## src/logic/fps_pkg.sv

```systemverilog
// Constants shared by both ends of the flash page self-programming link.
// Assumes a single 50 MHz clock shared by the processor end and the flash end.
`default_nettype none
package fps_pkg;
  // ******************************************************************
  // Flash geometry
  // ******************************************************************
  localparam int FPS_DATA_W = 16;
  localparam int FPS_ADDR_W = 12;
  localparam int FPS_WORD_W = 5;
  localparam int FPS_PAGE_W = FPS_ADDR_W - FPS_WORD_W;
  localparam int FPS_HALT_FIRST_PAGE = 96;
  localparam logic [15:0] FPS_ERASED = 16'hFFFF;
  // ******************************************************************
  // Control register layout and accepted commands
  // ******************************************************************
  localparam int FPS_CTRL_W = 5;
  localparam int FPS_EN_BIT = 0;
  localparam int FPS_BUSY_BIT = 6;
  localparam logic [4:0] FPS_CMD_LOAD = 5'h01;
  localparam logic [4:0] FPS_CMD_ERASE = 5'h03;
  localparam logic [4:0] FPS_CMD_WRITE = 5'h05;
  localparam logic [4:0] FPS_CMD_LOCK = 5'h09;
  localparam logic [4:0] FPS_CMD_RRE = 5'h11;
  // ******************************************************************
  // Timing
  // ******************************************************************
  localparam int FPS_SPM_WINDOW = 4;
  localparam int FPS_CLK_MHZ = 50;
  localparam int FPS_PROG_TIME_US = 3700;
  localparam int FPS_PROG_CYCLES = FPS_PROG_TIME_US * FPS_CLK_MHZ;
  // ******************************************************************
  // Processor-end register map (AXI4-Lite byte offsets)
  // ******************************************************************
  localparam logic [7:0] FPS_REG_CMD = 8'h00;
  localparam logic [7:0] FPS_REG_ZPTR = 8'h04;
  localparam logic [7:0] FPS_REG_DATA = 8'h08;
  localparam logic [7:0] FPS_REG_STATUS = 8'h0C;
  localparam logic [7:0] FPS_REG_RADDR = 8'h10;
  localparam logic [7:0] FPS_REG_RDATA = 8'h14;
  localparam logic [7:0] FPS_REG_ISTAT = 8'h18;
  localparam logic [7:0] FPS_REG_IMASK = 8'h1C;
  localparam logic [1:0] FPS_RESP_OKAY = 2'h0;
  localparam logic [1:0] FPS_RESP_SLVERR = 2'h2;
  localparam int FPS_INT_W = 3;
  localparam int FPS_INT_DONE = 0;
  localparam int FPS_INT_RD = 1;
  localparam int FPS_INT_REFUSED = 2;
  localparam logic [31:0] FPS_REG_RESET = 32'h0000_0000;
endpackage
`default_nettype wire

```

## src/logic/fps_if.sv

```systemverilog
// Link between the processor end and the flash end.
// Both ends run on the same clock; the bench ties them to one aclk.
`timescale 1ns/1ps
`default_nettype none
interface fps_if;
  import fps_pkg::*;
  logic ctrl_wr;
  logic [FPS_CTRL_W-1:0] ctrl_val;
  logic spm;
  logic [15:0] z_ptr;
  logic [FPS_DATA_W-1:0] spm_data;
  logic rd;
  logic [FPS_ADDR_W-1:0] rd_addr;
  logic [7:0] ctrl_state;
  logic halt;
  logic rd_valid;
  logic [FPS_DATA_W-1:0] rd_data;
  modport cpu (
    output ctrl_wr,
    output ctrl_val,
    output spm,
    output z_ptr,
    output spm_data,
    output rd,
    output rd_addr,
    input ctrl_state,
    input halt,
    input rd_valid,
    input rd_data
  );
  modport flash (
    input ctrl_wr,
    input ctrl_val,
    input spm,
    input z_ptr,
    input spm_data,
    input rd,
    input rd_addr,
    output ctrl_state,
    output halt,
    output rd_valid,
    output rd_data
  );
endinterface
`default_nettype wire

```

## src/logic/fps_cpu_end.sv

```systemverilog
// Processor end: an AXI4-Lite register slave that turns software orders
// into the timed control-write plus store sequence on the link.
// Assumes the flash end shares aclk and aresetn.
`timescale 1ns/1ps
`default_nettype none
module fps_cpu_end
  import fps_pkg::*;
#(
  parameter int AXI_ADDR_W = 8
) (
  input wire logic aclk,
  input wire logic aresetn,
  input wire logic [AXI_ADDR_W-1:0] s_axi_awaddr,
  input wire logic s_axi_awvalid,
  output logic s_axi_awready,
  input wire logic [31:0] s_axi_wdata,
  input wire logic [3:0] s_axi_wstrb,
  input wire logic s_axi_wvalid,
  output logic s_axi_wready,
  output logic [1:0] s_axi_bresp,
  output logic s_axi_bvalid,
  input wire logic s_axi_bready,
  input wire logic [AXI_ADDR_W-1:0] s_axi_araddr,
  input wire logic s_axi_arvalid,
  output logic s_axi_arready,
  output logic [31:0] s_axi_rdata,
  output logic [1:0] s_axi_rresp,
  output logic s_axi_rvalid,
  input wire logic s_axi_rready,
  output logic irq,
  fps_if.cpu link
);
  // ******************************************************************
  // State
  // ******************************************************************
  typedef enum logic [1:0] {
    FPS_SEQ_IDLE = 2'b00,
    FPS_SEQ_CTRL = 2'b01,
    FPS_SEQ_SPM = 2'b10
  } fps_seq_type;

  typedef struct packed {
    logic aw_held;
    logic [7:0] aw_addr;
    logic w_held;
    logic [31:0] w_data;
    logic [3:0] w_strb;
    logic awready;
    logic wready;
    logic bvalid;
    logic [1:0] bresp;
    logic arready;
    logic rvalid;
    logic [1:0] rresp;
    logic [31:0] rdata;
    logic [31:0] zptr;
    logic [31:0] data;
    logic [31:0] raddr;
    logic [15:0] rdbuf;
    logic [FPS_INT_W-1:0] istat;
    logic [31:0] imask;
    logic irq;
    fps_seq_type seq;
    logic ctrl_wr;
    logic [FPS_CTRL_W-1:0] ctrl_val;
    logic spm;
    logic rd;
    logic en_prev;
  } fps_cpu_state_type;

  fps_cpu_state_type s_q;
  fps_cpu_state_type s_d;
  logic [FPS_INT_W-1:0] ev;
  logic [FPS_INT_W-1:0] clr;

  function automatic logic [31:0] merge(input logic [31:0] old, input logic [31:0] nw,
                                        input logic [3:0] strb);
    logic [31:0] r;
    r = old;
    for (int b = 0; b < 4; b++) begin
      if (strb[b]) begin
        r[8*b +: 8] = nw[8*b +: 8];
      end
    end
    return r;
  endfunction

  // ******************************************************************
  // Next state
  // ******************************************************************
  always_comb begin
    s_d = s_q;
    ev = '0;
    clr = '0;
    s_d.ctrl_wr = 1'b0;
    s_d.spm = 1'b0;
    s_d.rd = 1'b0;
    s_d.en_prev = link.ctrl_state[FPS_EN_BIT];
    if (s_q.en_prev && !link.ctrl_state[FPS_EN_BIT]) begin
      ev[FPS_INT_DONE] = 1'b1;
    end
    if (link.rd_valid) begin
      ev[FPS_INT_RD] = 1'b1;
      s_d.rdbuf = link.rd_data;
    end

    // Store follows the control write by one cycle, well inside the window
    case (s_q.seq)
      FPS_SEQ_CTRL: begin
        s_d.spm = 1'b1;
        s_d.seq = FPS_SEQ_SPM;
      end
      FPS_SEQ_SPM: begin
        s_d.seq = FPS_SEQ_IDLE;
      end
      default: begin
        s_d.seq = FPS_SEQ_IDLE;
      end
    endcase

    if (s_axi_bvalid && s_axi_bready) begin
      s_d.bvalid = 1'b0;
    end
    if (s_axi_awvalid && s_q.awready) begin
      s_d.aw_held = 1'b1;
      s_d.aw_addr = 8'(s_axi_awaddr);
    end
    if (s_axi_wvalid && s_q.wready) begin
      s_d.w_held = 1'b1;
      s_d.w_data = s_axi_wdata;
      s_d.w_strb = s_axi_wstrb;
    end
    if (s_q.aw_held && s_q.w_held && !s_q.bvalid) begin
      s_d.aw_held = 1'b0;
      s_d.w_held = 1'b0;
      s_d.bvalid = 1'b1;
      s_d.bresp = FPS_RESP_OKAY;
      case (s_q.aw_addr)
        FPS_REG_CMD: begin
          // A halted processor cannot issue; a busy sequence cannot restart
          if (s_q.seq == FPS_SEQ_IDLE && !link.halt && s_q.w_strb[0]) begin
            s_d.ctrl_wr = 1'b1;
            s_d.ctrl_val = s_q.w_data[FPS_CTRL_W-1:0];
            s_d.seq = FPS_SEQ_CTRL;
          end else begin
            ev[FPS_INT_REFUSED] = 1'b1;
          end
        end
        FPS_REG_ZPTR: s_d.zptr = merge(s_q.zptr, s_q.w_data, s_q.w_strb) & 32'h0000_FFFF;
        FPS_REG_DATA: s_d.data = merge(s_q.data, s_q.w_data, s_q.w_strb) & 32'h0000_FFFF;
        FPS_REG_RADDR: begin
          s_d.raddr = merge(s_q.raddr, s_q.w_data, s_q.w_strb) & 32'h0000_0FFF;
          s_d.rd = 1'b1;
        end
        FPS_REG_ISTAT: clr = s_q.w_strb[0] ? s_q.w_data[FPS_INT_W-1:0] : '0;
        FPS_REG_IMASK: s_d.imask = merge(s_q.imask, s_q.w_data, s_q.w_strb) & 32'h0000_0007;
        FPS_REG_STATUS, FPS_REG_RDATA: s_d.bresp = FPS_RESP_OKAY;
        default: s_d.bresp = FPS_RESP_SLVERR;
      endcase
    end
    s_d.awready = !s_d.aw_held;
    s_d.wready = !s_d.w_held;

    if (s_axi_rvalid && s_axi_rready) begin
      s_d.rvalid = 1'b0;
    end
    if (s_axi_arvalid && s_q.arready) begin
      s_d.rvalid = 1'b1;
      s_d.rresp = FPS_RESP_OKAY;
      case (8'(s_axi_araddr))
        FPS_REG_CMD: s_d.rdata = {27'h000_0000, s_q.ctrl_val};
        FPS_REG_ZPTR: s_d.rdata = s_q.zptr;
        FPS_REG_DATA: s_d.rdata = s_q.data;
        FPS_REG_STATUS: s_d.rdata = {22'h00_0000, s_q.seq != FPS_SEQ_IDLE, link.halt,
                                     link.ctrl_state};
        FPS_REG_RADDR: s_d.rdata = s_q.raddr;
        FPS_REG_RDATA: s_d.rdata = {16'h0000, s_q.rdbuf};
        FPS_REG_ISTAT: s_d.rdata = {29'h0000_0000, s_q.istat};
        FPS_REG_IMASK: s_d.rdata = s_q.imask;
        default: begin
          s_d.rdata = FPS_REG_RESET;
          s_d.rresp = FPS_RESP_SLVERR;
        end
      endcase
    end
    s_d.arready = !s_d.rvalid;

    // A new event in the clearing cycle stays set
    s_d.istat = (s_q.istat & ~clr) | ev;
    s_d.irq = |(s_d.istat & s_d.imask[FPS_INT_W-1:0]);
  end

  always_ff @(posedge aclk) begin
    if (!aresetn) begin
      s_q <= '0;
    end else begin
      s_q <= s_d;
    end
  end

  // ******************************************************************
  // Outputs
  // ******************************************************************
  assign s_axi_awready = s_q.awready;
  assign s_axi_wready = s_q.wready;
  assign s_axi_bresp = s_q.bresp;
  assign s_axi_bvalid = s_q.bvalid;
  assign s_axi_arready = s_q.arready;
  assign s_axi_rdata = s_q.rdata;
  assign s_axi_rresp = s_q.rresp;
  assign s_axi_rvalid = s_q.rvalid;
  assign irq = s_q.irq;
  assign link.ctrl_wr = s_q.ctrl_wr;
  assign link.ctrl_val = s_q.ctrl_val;
  assign link.spm = s_q.spm;
  assign link.z_ptr = s_q.zptr[15:0];
  assign link.spm_data = s_q.data[15:0];
  assign link.rd = s_q.rd;
  assign link.rd_addr = s_q.raddr[FPS_ADDR_W-1:0];

endmodule
`default_nettype wire

```

## src/flat_wrapper.sv

```systemverilog
// flat-port wrapper written by rule: the top's interface ports become plain ports
module fps_cpu_end_flat import fps_pkg::*;
#(
  parameter int AXI_ADDR_W = 8
)
  (aclk, aresetn, s_axi_awaddr, s_axi_awvalid, s_axi_awready, s_axi_wdata, s_axi_wstrb, s_axi_wvalid, s_axi_wready, s_axi_bresp, s_axi_bvalid, s_axi_bready, s_axi_araddr, s_axi_arvalid, s_axi_arready, s_axi_rdata, s_axi_rresp, s_axi_rvalid, s_axi_rready, irq, link_ctrl_wr, link_ctrl_val, link_spm, link_z_ptr, link_spm_data, link_rd, link_rd_addr, link_ctrl_state, link_halt, link_rd_valid, link_rd_data);
  fps_if link_i ();
  input wire logic aclk;
  input wire logic aresetn;
  input wire logic [AXI_ADDR_W-1:0] s_axi_awaddr;
  input wire logic s_axi_awvalid;
  output logic s_axi_awready;
  input wire logic [31:0] s_axi_wdata;
  input wire logic [3:0] s_axi_wstrb;
  input wire logic s_axi_wvalid;
  output logic s_axi_wready;
  output logic [1:0] s_axi_bresp;
  output logic s_axi_bvalid;
  input wire logic s_axi_bready;
  input wire logic [AXI_ADDR_W-1:0] s_axi_araddr;
  input wire logic s_axi_arvalid;
  output logic s_axi_arready;
  output logic [31:0] s_axi_rdata;
  output logic [1:0] s_axi_rresp;
  output logic s_axi_rvalid;
  input wire logic s_axi_rready;
  output logic irq;
  output wire logic [$bits(link_i.ctrl_wr)-1:0] link_ctrl_wr;
  output wire logic [$bits(link_i.ctrl_val)-1:0] link_ctrl_val;
  output wire logic [$bits(link_i.spm)-1:0] link_spm;
  output wire logic [$bits(link_i.z_ptr)-1:0] link_z_ptr;
  output wire logic [$bits(link_i.spm_data)-1:0] link_spm_data;
  output wire logic [$bits(link_i.rd)-1:0] link_rd;
  output wire logic [$bits(link_i.rd_addr)-1:0] link_rd_addr;
  input wire logic [$bits(link_i.ctrl_state)-1:0] link_ctrl_state;
  input wire logic [$bits(link_i.halt)-1:0] link_halt;
  input wire logic [$bits(link_i.rd_valid)-1:0] link_rd_valid;
  input wire logic [$bits(link_i.rd_data)-1:0] link_rd_data;
  assign link_ctrl_wr = link_i.ctrl_wr;
  assign link_ctrl_val = link_i.ctrl_val;
  assign link_spm = link_i.spm;
  assign link_z_ptr = link_i.z_ptr;
  assign link_spm_data = link_i.spm_data;
  assign link_rd = link_i.rd;
  assign link_rd_addr = link_i.rd_addr;
  assign link_i.ctrl_state = link_ctrl_state;
  assign link_i.halt = link_halt;
  assign link_i.rd_valid = link_rd_valid;
  assign link_i.rd_data = link_rd_data;
  fps_cpu_end #(.AXI_ADDR_W(AXI_ADDR_W)) u_core (.aclk(aclk), .aresetn(aresetn), .s_axi_awaddr(s_axi_awaddr), .s_axi_awvalid(s_axi_awvalid), .s_axi_awready(s_axi_awready), .s_axi_wdata(s_axi_wdata), .s_axi_wstrb(s_axi_wstrb), .s_axi_wvalid(s_axi_wvalid), .s_axi_wready(s_axi_wready), .s_axi_bresp(s_axi_bresp), .s_axi_bvalid(s_axi_bvalid), .s_axi_bready(s_axi_bready), .s_axi_araddr(s_axi_araddr), .s_axi_arvalid(s_axi_arvalid), .s_axi_arready(s_axi_arready), .s_axi_rdata(s_axi_rdata), .s_axi_rresp(s_axi_rresp), .s_axi_rvalid(s_axi_rvalid), .s_axi_rready(s_axi_rready), .irq(irq), .link(link_i));
endmodule
```

## config.mk

```make
export PLATFORM = sky130hd
export DESIGN_NAME = fps_cpu_end_flat
export DESIGN_NICKNAME = d
export VERILOG_FILES = /design/src/logic/fps_pkg.sv /design/src/logic/fps_if.sv /design/src/logic/fps_cpu_end.sv /design/src/flat_wrapper.sv
export SDC_FILE = /design/constraint.sdc
export NUM_CORES = 1
export LEC_CHECK = 0
export BUFFER_PORTS_ARGS = -buffer_cell sky130_fd_sc_hd__buf_2
export CELL_PAD_IN_SITES_DETAIL_PLACEMENT = 0
export CELL_PAD_IN_SITES_GLOBAL_PLACEMENT = 1
export CORE_ASPECT_RATIO = 0.7
export CORE_MARGIN = 5
export CORE_UTILIZATION = 38
export DETAILED_ROUTE_END_ITERATION = 7
export PLACE_DENSITY = 0.91
export SLEW_MARGIN = 20
export SYNTH_ARGS = -nofsm -noshare
export SYNTH_HDL_FRONTEND = slang
export SYNTH_SLANG_ARGS = --single-unit
```

## constraint.sdc

```tcl
create_clock -name aclk -period 2.56 [get_ports aclk]
set_clock_uncertainty 0.1 [all_clocks]
set_input_delay 0.256 -clock aclk [delete_from_list [all_inputs] [get_ports aclk]]
set_output_delay 0.256 -clock aclk [all_outputs]
set_load 0.005 [all_outputs]
```

Word level (Yosys, flattened, before mapping)

Cells that the tools add are included.

Eq/ne operators: 15
Mux-type cells: 28
Bitwise operators: 4
Reductions and logical operators: 33

Operators by type and width:

| cell                 | count |
|---|---|
| $pmux W16 S8         | 1 |
| $eq A8 B5 Y1 const B | 8 |
| $mux W37             | 1 |
| $mux W35             | 1 |
| $eq A8 B4 Y1 const B | 4 |
| $mux W8              | 3 |
| $reduce_and A3 Y1    | 8 |
| $mux W3              | 7 |
| $eq A8 B3 Y1 const B | 2 |
| $logic_not A8 Y1     | 2 |
| $reduce_or A8 Y1     | 2 |
| $mux W1              | 11 |
| $logic_and A1 B1 Y1  | 10 |
| $mux W9              | 1 |
| $and A3 B3 Y3        | 2 |
| $logic_not A1 Y1     | 6 |
| $mux W2              | 3 |
| $reduce_bool A2 Y1   | 2 |
| $not A3 Y3           | 1 |
| $or A3 B3 Y3         | 1 |
| $reduce_or A3 Y1     | 1 |
| $eq A2 B1 Y1 const B | 1 |
| $logic_not A2 Y1     | 1 |
| $reduce_and A2 Y1    | 1 |

Register bits: 165
Input bits: 85
Output and inout bits: 94
Word-level logic and storage cells: 109

Longest topological paths before layout

Gate-level depths: netlist of the first run.

Depth after elaboration: 9
Gate-level depth with buffers: 7
Depth with buffers taken out: 5

Least setup slack after synthesis of the first run

No wires, ideal clock.

Kind: register to register
From: reg u_core.s_q[244] in the netlist's numbering
To: reg u_core.s_q, in the netlist u_core.link.spm_data[0]
Setup time: 0.128 ns
Arrival: 1.549 ns
Data required time: 2.332 ns
Setup slack: 0.784 ns
Cell stages (with the launch flop): 7
Path buffers: 1
Clock period less this slack: 1.776 ns
Cell sequence: dfxtp_1 -> or3_4 -> nor4_4 -> and4b_1 -> buf_6 -> mux2i_1 -> nor2_1

Longest elaborated chain between the ends: 2

Ends and longest elaborated chain:

| element                            | line               | text |
|---|---|---|
| from (decl)                        | fps_cpu_end.sv:71  | `fps_cpu_state_type s_q;` |
| from (signal assigned)             | fps_cpu_end.sv:195 | `s_q <= '0;` |
| from (signal assigned)             | fps_cpu_end.sv:197 | `s_q <= s_d;` |
| $eq A8 B4 Y1                       | fps_cpu_end.sv:138 | `case (s_q.aw_addr)` |
| $reduce_and A3 Y1 (no source line) | -                  |  |

No other way between the ends.
A chain may end at the register's enable or synchronous reset.

Worst setup path after layout of the first run

From: reg u_core.s_q[244] in the netlist's numbering
To: reg u_core.s_q, in the netlist u_core.link.z_ptr[9]

Longest elaborated chain between the ends: 2

Ends and longest elaborated chain:

| element                            | line |
|---|---|
| $eq A8 B3 Y1                       | fps_cpu_end.sv:138 |
| $reduce_and A3 Y1 (no source line) | - |

No other way between the ends.

==> results.sh, run 1 <==
export IMPL_status="completed"
export IMPL_grt_pass1_wl_microns=25900
export IMPL_routed_via_count=4835
export IMPL_busiest_layer="met1"
export IMPL_critPathArrivalTime_ns=2.35
export IMPL_setup_worst_path_class="reg2reg"
export IMPL_final_nets=863
export IMPL_ys_ff_latch=127
export IMPL_core_area_sq_um=14860
export IMPL_synth_edf_count=0
export IMPL_first_pass_iters=5
export IMPL_pwr_share_clk_pct=49.9
export IMPL_timing_rr_start="u_core.s_q[244]$_SDFFE_PN0P_"
export IMPL_startpoint="u_core.s_q[244]$_SDFFE_PN0P_"
export IMPL_clk_latency_ns=0.42
export IMPL_cts_tree="yes"
export IMPL_reg2reg_to="u_core.link.z_ptr[9]$_SDFFE_PN0P_"
export IMPL_io_pins=179
export IMPL_setup_ws_ns=0.4034
export IMPL_p_leak_nw=3.265
export IMPL_pwr_share_seq_pct=43.2
export IMPL_met3_usage_pct=7.926
export IMPL_cts_root_buf="clkbuf_16"
export IMPL_maxCapViolCount=0
export IMPL_relSlewSlack_pct=56.03
export IMPL_grt_max_degree=41
export IMPL_die_area_sq_um=17940
export IMPL_post_cts_resized=0
export IMPL_syn_area_sq_um=5824
export IMPL_use_met1_pct=28.13
export IMPL_cts_max_level=4
export IMPL_setup_violations_final=0
export IMPL_synth_top_area_cell="dfxtp_1"
export IMPL_crit_slowest_cell="nand4_2"
export IMPL_r2r_cells=5
export IMPL_start_util_pct=39.19
export IMPL_hpwl_microns=12820
export IMPL_synthMostInstantiatedCell="dfxtp_1"
export IMPL_holdCritPathClass="in2reg"
export IMPL_vdd_drop_max_mv=0.2982
export IMPL_cts_buffers=17
export IMPL_grt_use_met2_pct=24.93
export IMPL_fin_cells=986
export IMPL_antenna_found_initial=0
export IMPL_start_kind="flop"
export IMPL_antenna_cells=0
export IMPL_tightest_slew_ns=0.6596
export IMPL_timing_fmax_mhz=463.7
export IMPL_gp_congestion=0.8562
export IMPL_drtAntennaViolNets=0
export IMPL_rsz0062_at_grt="false"
export IMPL_timing_final_max_slew_violations=0
export IMPL_ys_types=50
export IMPL_async_flop_share_pct=0
export IMPL_die_h_microns=113.6
export IMPL_sw_frac_of_total_pct=24.57
export IMPL_die_w_microns=158.0
export IMPL_clkTransAtPathRegs_ns=0.06
export IMPL_grt_total_usage_pct=18.83
export IMPL_drtIter0Drc=378
export IMPL_rrSetupSlack_ns=0.40
export IMPL_cp_end_kind="flop"
export IMPL_routedWlPerCell_microns=17.44
export IMPL_clockBufferDepth=2
export IMPL_numPortBuffers=142
export IMPL_totalWireLength_microns=17200
export IMPL_row_count=37
export IMPL_via_per_inst=4.904
export IMPL_fin_crit_sh_pct=84.24
export IMPL_power_density_nw_per_um2=671.0
export IMPL_synth_flop_cell="dfxtp_1"
export IMPL_syn_instance_count=665
export IMPL_crit_required_ns=2.75
export IMPL_p_comb_share_pct=6.9
export IMPL_avgSynthCellArea_sq_um=8.758
export IMPL_layout_drive_gt1_share_pct=26.04
export IMPL_crit_path_max_incr_delay_ns=0.49
export IMPL_tns_ns=0
export IMPL_path_cells="or3_4 > nor3_2 > nand4_2 > mux2i_1 > nor2_1"
export IMPL_drc=0
export IMPL_ys_top_cells_by_count="dfxtp_1, nand2_1, buf_4"
export IMPL_hold_violations=0
export IMPL_p_switching_w=0.001180
export IMPL_period_minus_slack_ns=2.157
export IMPL_nFillCells=1414
export IMPL_dp_worst_setup_slack_ns=0.4595
export IMPL_crit_end="u_core.link.z_ptr[9]$_SDFFE_PN0P_"
export IMPL_yosysWarnings=0
export IMPL_path_max_fanout=8
export IMPL_clock_sinks=127
export IMPL_first_global_vias=4571
export IMPL_grt_overflow_total=0
export IMPL_ys_top_cells_by_area="dfxtp_1, buf_4, mux2i_1"
export IMPL_internal_power_w=0.003622
export IMPL_ys_seq_area_share_pct=43.65
export IMPL_yosysTopAreaCellShare_pct=43.65
export IMPL_placed_cells=912
export IMPL_syn2layout_area_growth_pct=22.86
## through the flow
step                utilization [%]  total power, W  hold WS, ns  cell area [sq um]
global route                  48.15        0.004954      0.01796               7156
floorplan                         -        0.002294       0.2768               5888
global placement              41.38        0.002393       0.3355               6150
finish                        48.15        0.004801     0.005300               7156
CTS                           48.15        0.004818     0.001988               7156
detailed placement            41.38        0.002397       0.3418               6150
## per-layer routing
layer  wire, microns  vias to the layer above  share of wire [%]
li1                -                     2418                  -
met1            8450                     2212                 49
met2            6646                      189                 39
met3            1908                       16                 11
met4             191                        0                1.1
met5               0                        -                  0
## power groups by stage
stage	Combinational, W	Clock (W)	Sequential (W)
2_1_floorplan	0.000199	0	0.00209
3_3_place_gp	0.000278	0	0.00211
3_5_place_dp	0.000281	0	0.00212
4_1_cts	0.000332	0.00241	0.00207
5_1_grt	0.000369	0.00250	0.00208
6_report	0.000333	0.00239	0.00207
## cells by family after synthesis
logic type | after synthesis | share of synthesized area [%]
multiplexers | 72 | 12.80
buffers and inverters | 125 | 13.83
other | 1 | 0.06439
AO/OA/AOI/OAI | 102 | 10.48
AND/OR/NAND/NOR | 238 | 19.16
flip-flops | 127 | 43.65
## final cells by class
type / instances / area (sq um) / area share (%)
sequential: 127 / 2542 / 35.53
timing repair buffer: 196 / 1221 / 17.07
multi-input combinational: 430 / 2540 / 35.50
inverter: 6 / 22.52 / 0.3147
tap: 195 / 244.0 / 3.410
clock buffer: 17 / 425.4 / 5.945
clock inverter: 15 / 160.2 / 2.238
## flip-flops by register name (all words and copies together), names as in the netlist
name	cells
u_core.s_axi_awready	1
u_core.irq	1
u_core.link.ctrl_val	5
u_core.link.rd	1
u_core.s_q	53
u_core.s_axi_rvalid	1
u_core.s_axi_bvalid	1
u_core.s_axi_rdata	16
u_core.s_axi_arready	1
u_core.s_axi_rresp	1
u_core.s_axi_wready	1
u_core.link.rd_addr	12
u_core.s_axi_bresp	1
u_core.link.z_ptr	16
u_core.link.spm_data	16
## repair_timing
item | CTS | global route
buffers inserted | 0 | 0
endpoints found under the hold margin | 43 | 0
hold buffers | 42 | 0
## cell usage in the layout (no fill, tap or decap), types with 6 or more instances in the layout
master / Yosys / layout
conb_1: 1 / 18
nor2_1: 73 / 73
nand4_1: 7 / 7
buf_2: 8 / 142
a22oi_1: 15 / 15
mux2_2: 10 / 10
dlygate4sd3_1: 0 / 42
nand2_1: 97 / 97
o21ai_0: 8 / 8
a21oi_1: 55 / 55
mux2i_1: 61 / 61
clkbuf_16: 0 / 17
nor2b_1: 6 / 6
nand3_1: 17 / 17
dfxtp_1: 127 / 127
and3_1: 6 / 6
buf_4: 85 / 12
## worst max-delay path: cells and delay by family, from the launching register on
| family | cells | cell delay [ns] |
|---|---|---|
| DFF | 1 | 0.33 |
| muxes | 1 | 0.29 |
| and+or+nand+nor | 4 | 1.31 |
## how the worst min path moves through the flow
stage | slack [ns] | cells after the start | from | endpoint
final | 0.005 | 3 | link_rd_data[0] | u_core.s_q[47]$_SDFFE_PN0P_
after global routing | 0.02 | 3 | link_rd_data[0] | u_core.s_q[47]$_SDFFE_PN0P_
after CTS | 0.002 | 3 | s_axi_bready | u_core.s_axi_bvalid$_SDFFE_PN0P_
after detailed placement | 0.34 | 2 | u_core.s_axi_rdata[11]$_SDFFE_PN0P_ | u_core.s_axi_rdata[11]$_SDFFE_PN0P_
after global placement | 0.34 | 2 | u_core.s_axi_rdata[15]$_SDFFE_PN0P_ | u_core.s_axi_rdata[15]$_SDFFE_PN0P_
after floorplan | 0.28 | 2 | aresetn | u_core.s_q[13]$_SDFF_PN0_
(Power assumes the default switching activity.)
==> run 2, diff against run 1 <==
--- a/config.mk
+++ b/config.mk
@@ -5,14 +5,15 @@
 export SDC_FILE = /design/constraint.sdc
 export NUM_CORES = 1
 export LEC_CHECK = 0
+export ABC_AREA = 1
 export BUFFER_PORTS_ARGS = -buffer_cell sky130_fd_sc_hd__buf_2
 export CELL_PAD_IN_SITES_DETAIL_PLACEMENT = 0
 export CELL_PAD_IN_SITES_GLOBAL_PLACEMENT = 1
 export CORE_ASPECT_RATIO = 0.7
 export CORE_MARGIN = 5
-export CORE_UTILIZATION = 38
+export CORE_UTILIZATION = 36
 export DETAILED_ROUTE_END_ITERATION = 7
-export PLACE_DENSITY = 0.91
+export PLACE_DENSITY = 0.89
 export SLEW_MARGIN = 20
 export SYNTH_ARGS = -nofsm -noshare
 export SYNTH_HDL_FRONTEND = slang
==> constraint.sdc (replaced) <==
create_clock -name aclk -period 2.2 [get_ports aclk]
set_clock_uncertainty 0.1 [all_clocks]
set_input_delay 0.22 -clock aclk [delete_from_list [all_inputs] [get_ports aclk]]
set_output_delay 0.22 -clock aclk [all_outputs]
set_load 0.005 [all_outputs]
==> results.sh, run 2 <==
export IMPL_status="completed"
export IMPL_drc=0
export IMPL_nFillCells=1686
export IMPL_cts_max_level=4
export IMPL_final_common_cell="buf_2"
export IMPL_gp_congestion=0.8184
export IMPL_power_density_nw_per_um2=773.0
export IMPL_layout_drive_gt1_share_pct=21.62
export IMPL_yosysTopAreaCellShare_pct=42.47
export IMPL_cts_buffers=17
export IMPL_final_nets=1011
export IMPL_p_comb_share_pct=7.3
export IMPL_fin_crit_sh_pct=87.99
export IMPL_numPortBuffers=142
export IMPL_first_global_vias=5009
export IMPL_path_cells="inv_1 > nand3_4 > nor3_4 > nand3_2 > o21ai_0 > a21oi_1"
export IMPL_async_flop_share_pct=0
export IMPL_drtAntennaViolNets=0
export IMPL_syn_area_sq_um=5986
export IMPL_die_w_microns=164.1
export IMPL_pwr_share_seq_pct=43.4
export IMPL_sw_frac_of_total_pct=23.80
export IMPL_cts_tree="yes"
export IMPL_syn2layout_area_growth_pct=21.91
export IMPL_relSlewSlack_pct=61.97
export IMPL_tightest_slew_ns=0.5670
export IMPL_timing_final_max_slew_violations=0
export IMPL_clock_sinks=127
export IMPL_crit_required_ns=2.38
export IMPL_avgSynthCellArea_sq_um=7.300
export IMPL_die_area_sq_um=19350
export IMPL_setup_violations_final=0
export IMPL_first_pass_iters=5
export IMPL_maxCapViolCount=0
export IMPL_via_per_inst=4.582
export IMPL_clk_latency_ns=0.41
export IMPL_grt_overflow_total=0
export IMPL_antenna_cells=0
export IMPL_synth_top_area_cell="dfxtp_1"
export IMPL_ys_ff_latch=127
export IMPL_ys_top_cells_by_count="dfxtp_1, o21ai_0, nor2_1"
export IMPL_synth_flop_cell="dfxtp_1"
export IMPL_largest_register_ffs=53
export IMPL_yosysWarnings=0
export IMPL_ys_top_cells_by_area="dfxtp_1, buf_4, o21ai_0"
export IMPL_start_kind="flop"
export IMPL_drtIter0Drc=543
export IMPL_crit_slowest_cell="nor3_4"
export IMPL_antenna_found_initial=1
export IMPL_layout_common_cells="buf_2, dfxtp_1, o21ai_0"
export IMPL_setup_worst_path_class="reg2reg"
export IMPL_holdWs_ns=0.0009667
export IMPL_period_minus_slack_ns=1.936
export IMPL_io_pins=179
export IMPL_p_leak_nw=3.215
export IMPL_largest_register="u_core.s_q"
export IMPL_routedWlPerCell_microns=15.36
export IMPL_start_util_pct=36.73
export IMPL_vdd_drop_max_mv=0.4183
export IMPL_hpwl_microns=13130
export IMPL_path_max_fanout=16
export IMPL_syn_instance_count=820
export IMPL_grt_pass1_wl_microns=28020
export IMPL_hold_violations=0
export IMPL_timing_fmax_mhz=516.6
export IMPL_clockBufferDepth=2
export IMPL_rsz0062_at_grt="false"
export IMPL_internal_power_w=0.004298
export IMPL_cp_end_kind="flop"
export IMPL_critPathArrivalTime_ns=2.12
export IMPL_grt_max_degree=81
export IMPL_synth_edf_count=0
export IMPL_ys_seq_area_share_pct=42.47
export IMPL_tns_ns=0
export IMPL_routed_via_count=5333
export IMPL_grt_total_usage_pct=18.41
export IMPL_crit_path_max_incr_delay_ns=0.42
export IMPL_clkTransAtPathRegs_ns=0.06
export IMPL_die_h_microns=117.9
export IMPL_synthMostInstantiatedCell="dfxtp_1"
export IMPL_p_switching_w=0.001342
export IMPL_totalWireLength_microns=17880
export IMPL_cts_root_buf="clkbuf_16"
export IMPL_row_count=39
export IMPL_holdCritPathClass="in2reg"
export IMPL_core_area_sq_um=16300
export IMPL_pwr_share_clk_pct=49.3
export IMPL_ys_types=29
==> run 2: cell count changes after synthesis, sizes merged, moves of 10 or more <==
cell and change:
mux2 -10, a21oi +24, o21ai +105, a22oi -15, inv +78, nor2 +33
mux2i -61, nand3 +61
==> run 2: stage by stage <==
step / utilization, % / setup slack [ns] / total power (W) / instances / instance area, sq um
after floorplan: - / 0.6217 / 0.002714 / 837 / 6050
after global placement: 38.97 / 0.2907 / 0.002848 / 1096 / 6351
after detailed placement: 38.97 / 0.2681 / 0.002854 / 1096 / 6351
after CTS: 44.77 / 0.2475 / 0.005671 / 1164 / 7297
after global routing: 44.77 / 0.05308 / 0.005874 / 1164 / 7297
final: 44.77 / 0.2641 / 0.005641 / 1164 / 7297
==> run 2: what timing repair did <==
| action | in CTS | in global routing |
|---|---|---|
| setup buffers | 0 | 0 |
| hold buffers | 36 | 0 |
| hold endpoints to repair | 36 | 0 |
| resized for setup | 0 | 0 |
==> run 2: layout make-up <==
type                    count  area, sq um  area share, %
flip-flops and latches    127         2542          34.84
well taps                 225        281.5          3.858
repair buffers            191         1194          16.36
clock inverters            10        111.4          1.526
inverters                  87        326.6          4.475
clock buffers              22        474.2          6.499
multi-input cells         502         2367          32.44
==> run 2: critical path, delay by kind of cell, from the launching register on <==
kind,cells,cell delay (ns)
DFF,1,0.30
AOI/OAI and AO/OA,2,0.34
buffers and inverters,1,0.10
and+or+nand+nor,3,0.96
==> run 2: layer usage <==
| metal | share of wire (%) | wire length (microns) | up-vias | GRT usage, % |
|---|---|---|---|---|
| li1 | - | - | 2774 | - |
| met1 | 53 | 9449 | 2351 | 28.63 |
| met2 | 38 | 6882 | 191 | 25.15 |
| met3 | 8.0 | 1429 | 15 | 4.655 |
| met4 | 0.61 | 109 | 2 | 4.034 |
| met5 | 0.039 | 7 | - | 0 |
==> run 2: cell families (layout without fill, tap and decap cells) <==
| group | after synthesis | in the layout | share of synthesized area (%) |
|---|---|---|---|
| AOI/OAI and AO/OA | 200 | 200 | 17.33 |
| buffers and inverters | 208 | 310 | 19.04 |
| DFF | 127 | 127 | 42.47 |
| other | 1 | 18 | 0.06265 |
| and+or+nand+nor | 284 | 284 | 21.09 |
==> run 2: power groups by stage <==
stage | Clock (W) | Combinational [W] | Sequential, W
finish | 0.00278 | 0.000412 | 0.00245
CTS | 0.00281 | 0.000412 | 0.00244
global route | 0.00295 | 0.000471 | 0.00245
detailed placement | 0 | 0.000361 | 0.00249
global placement | 0 | 0.000356 | 0.00249
floorplan | 0 | 0.000251 | 0.00246
==> run 2: final timing paths <==
check | endpoint | start | slack, ns | cells past startpoint
setup / recovery | u_core.link.spm_data[3]$_SDFFE_PN0P_ | u_core.s_axi_bvalid$_SDFFE_PN0P_ | 0.26 | 6
hold / removal | u_core.s_q[238]$_SDFFE_PN0P_ | s_axi_awaddr[1] | 0.001 | 3
setup reg to reg | u_core.link.spm_data[3]$_SDFFE_PN0P_ | u_core.s_axi_bvalid$_SDFFE_PN0P_ | 0.26 | 6
hold reg to reg | u_core.s_q[10]$_SDFF_PN0_ | u_core.s_q[10]$_SDFF_PN0_ | 0.35 | 1
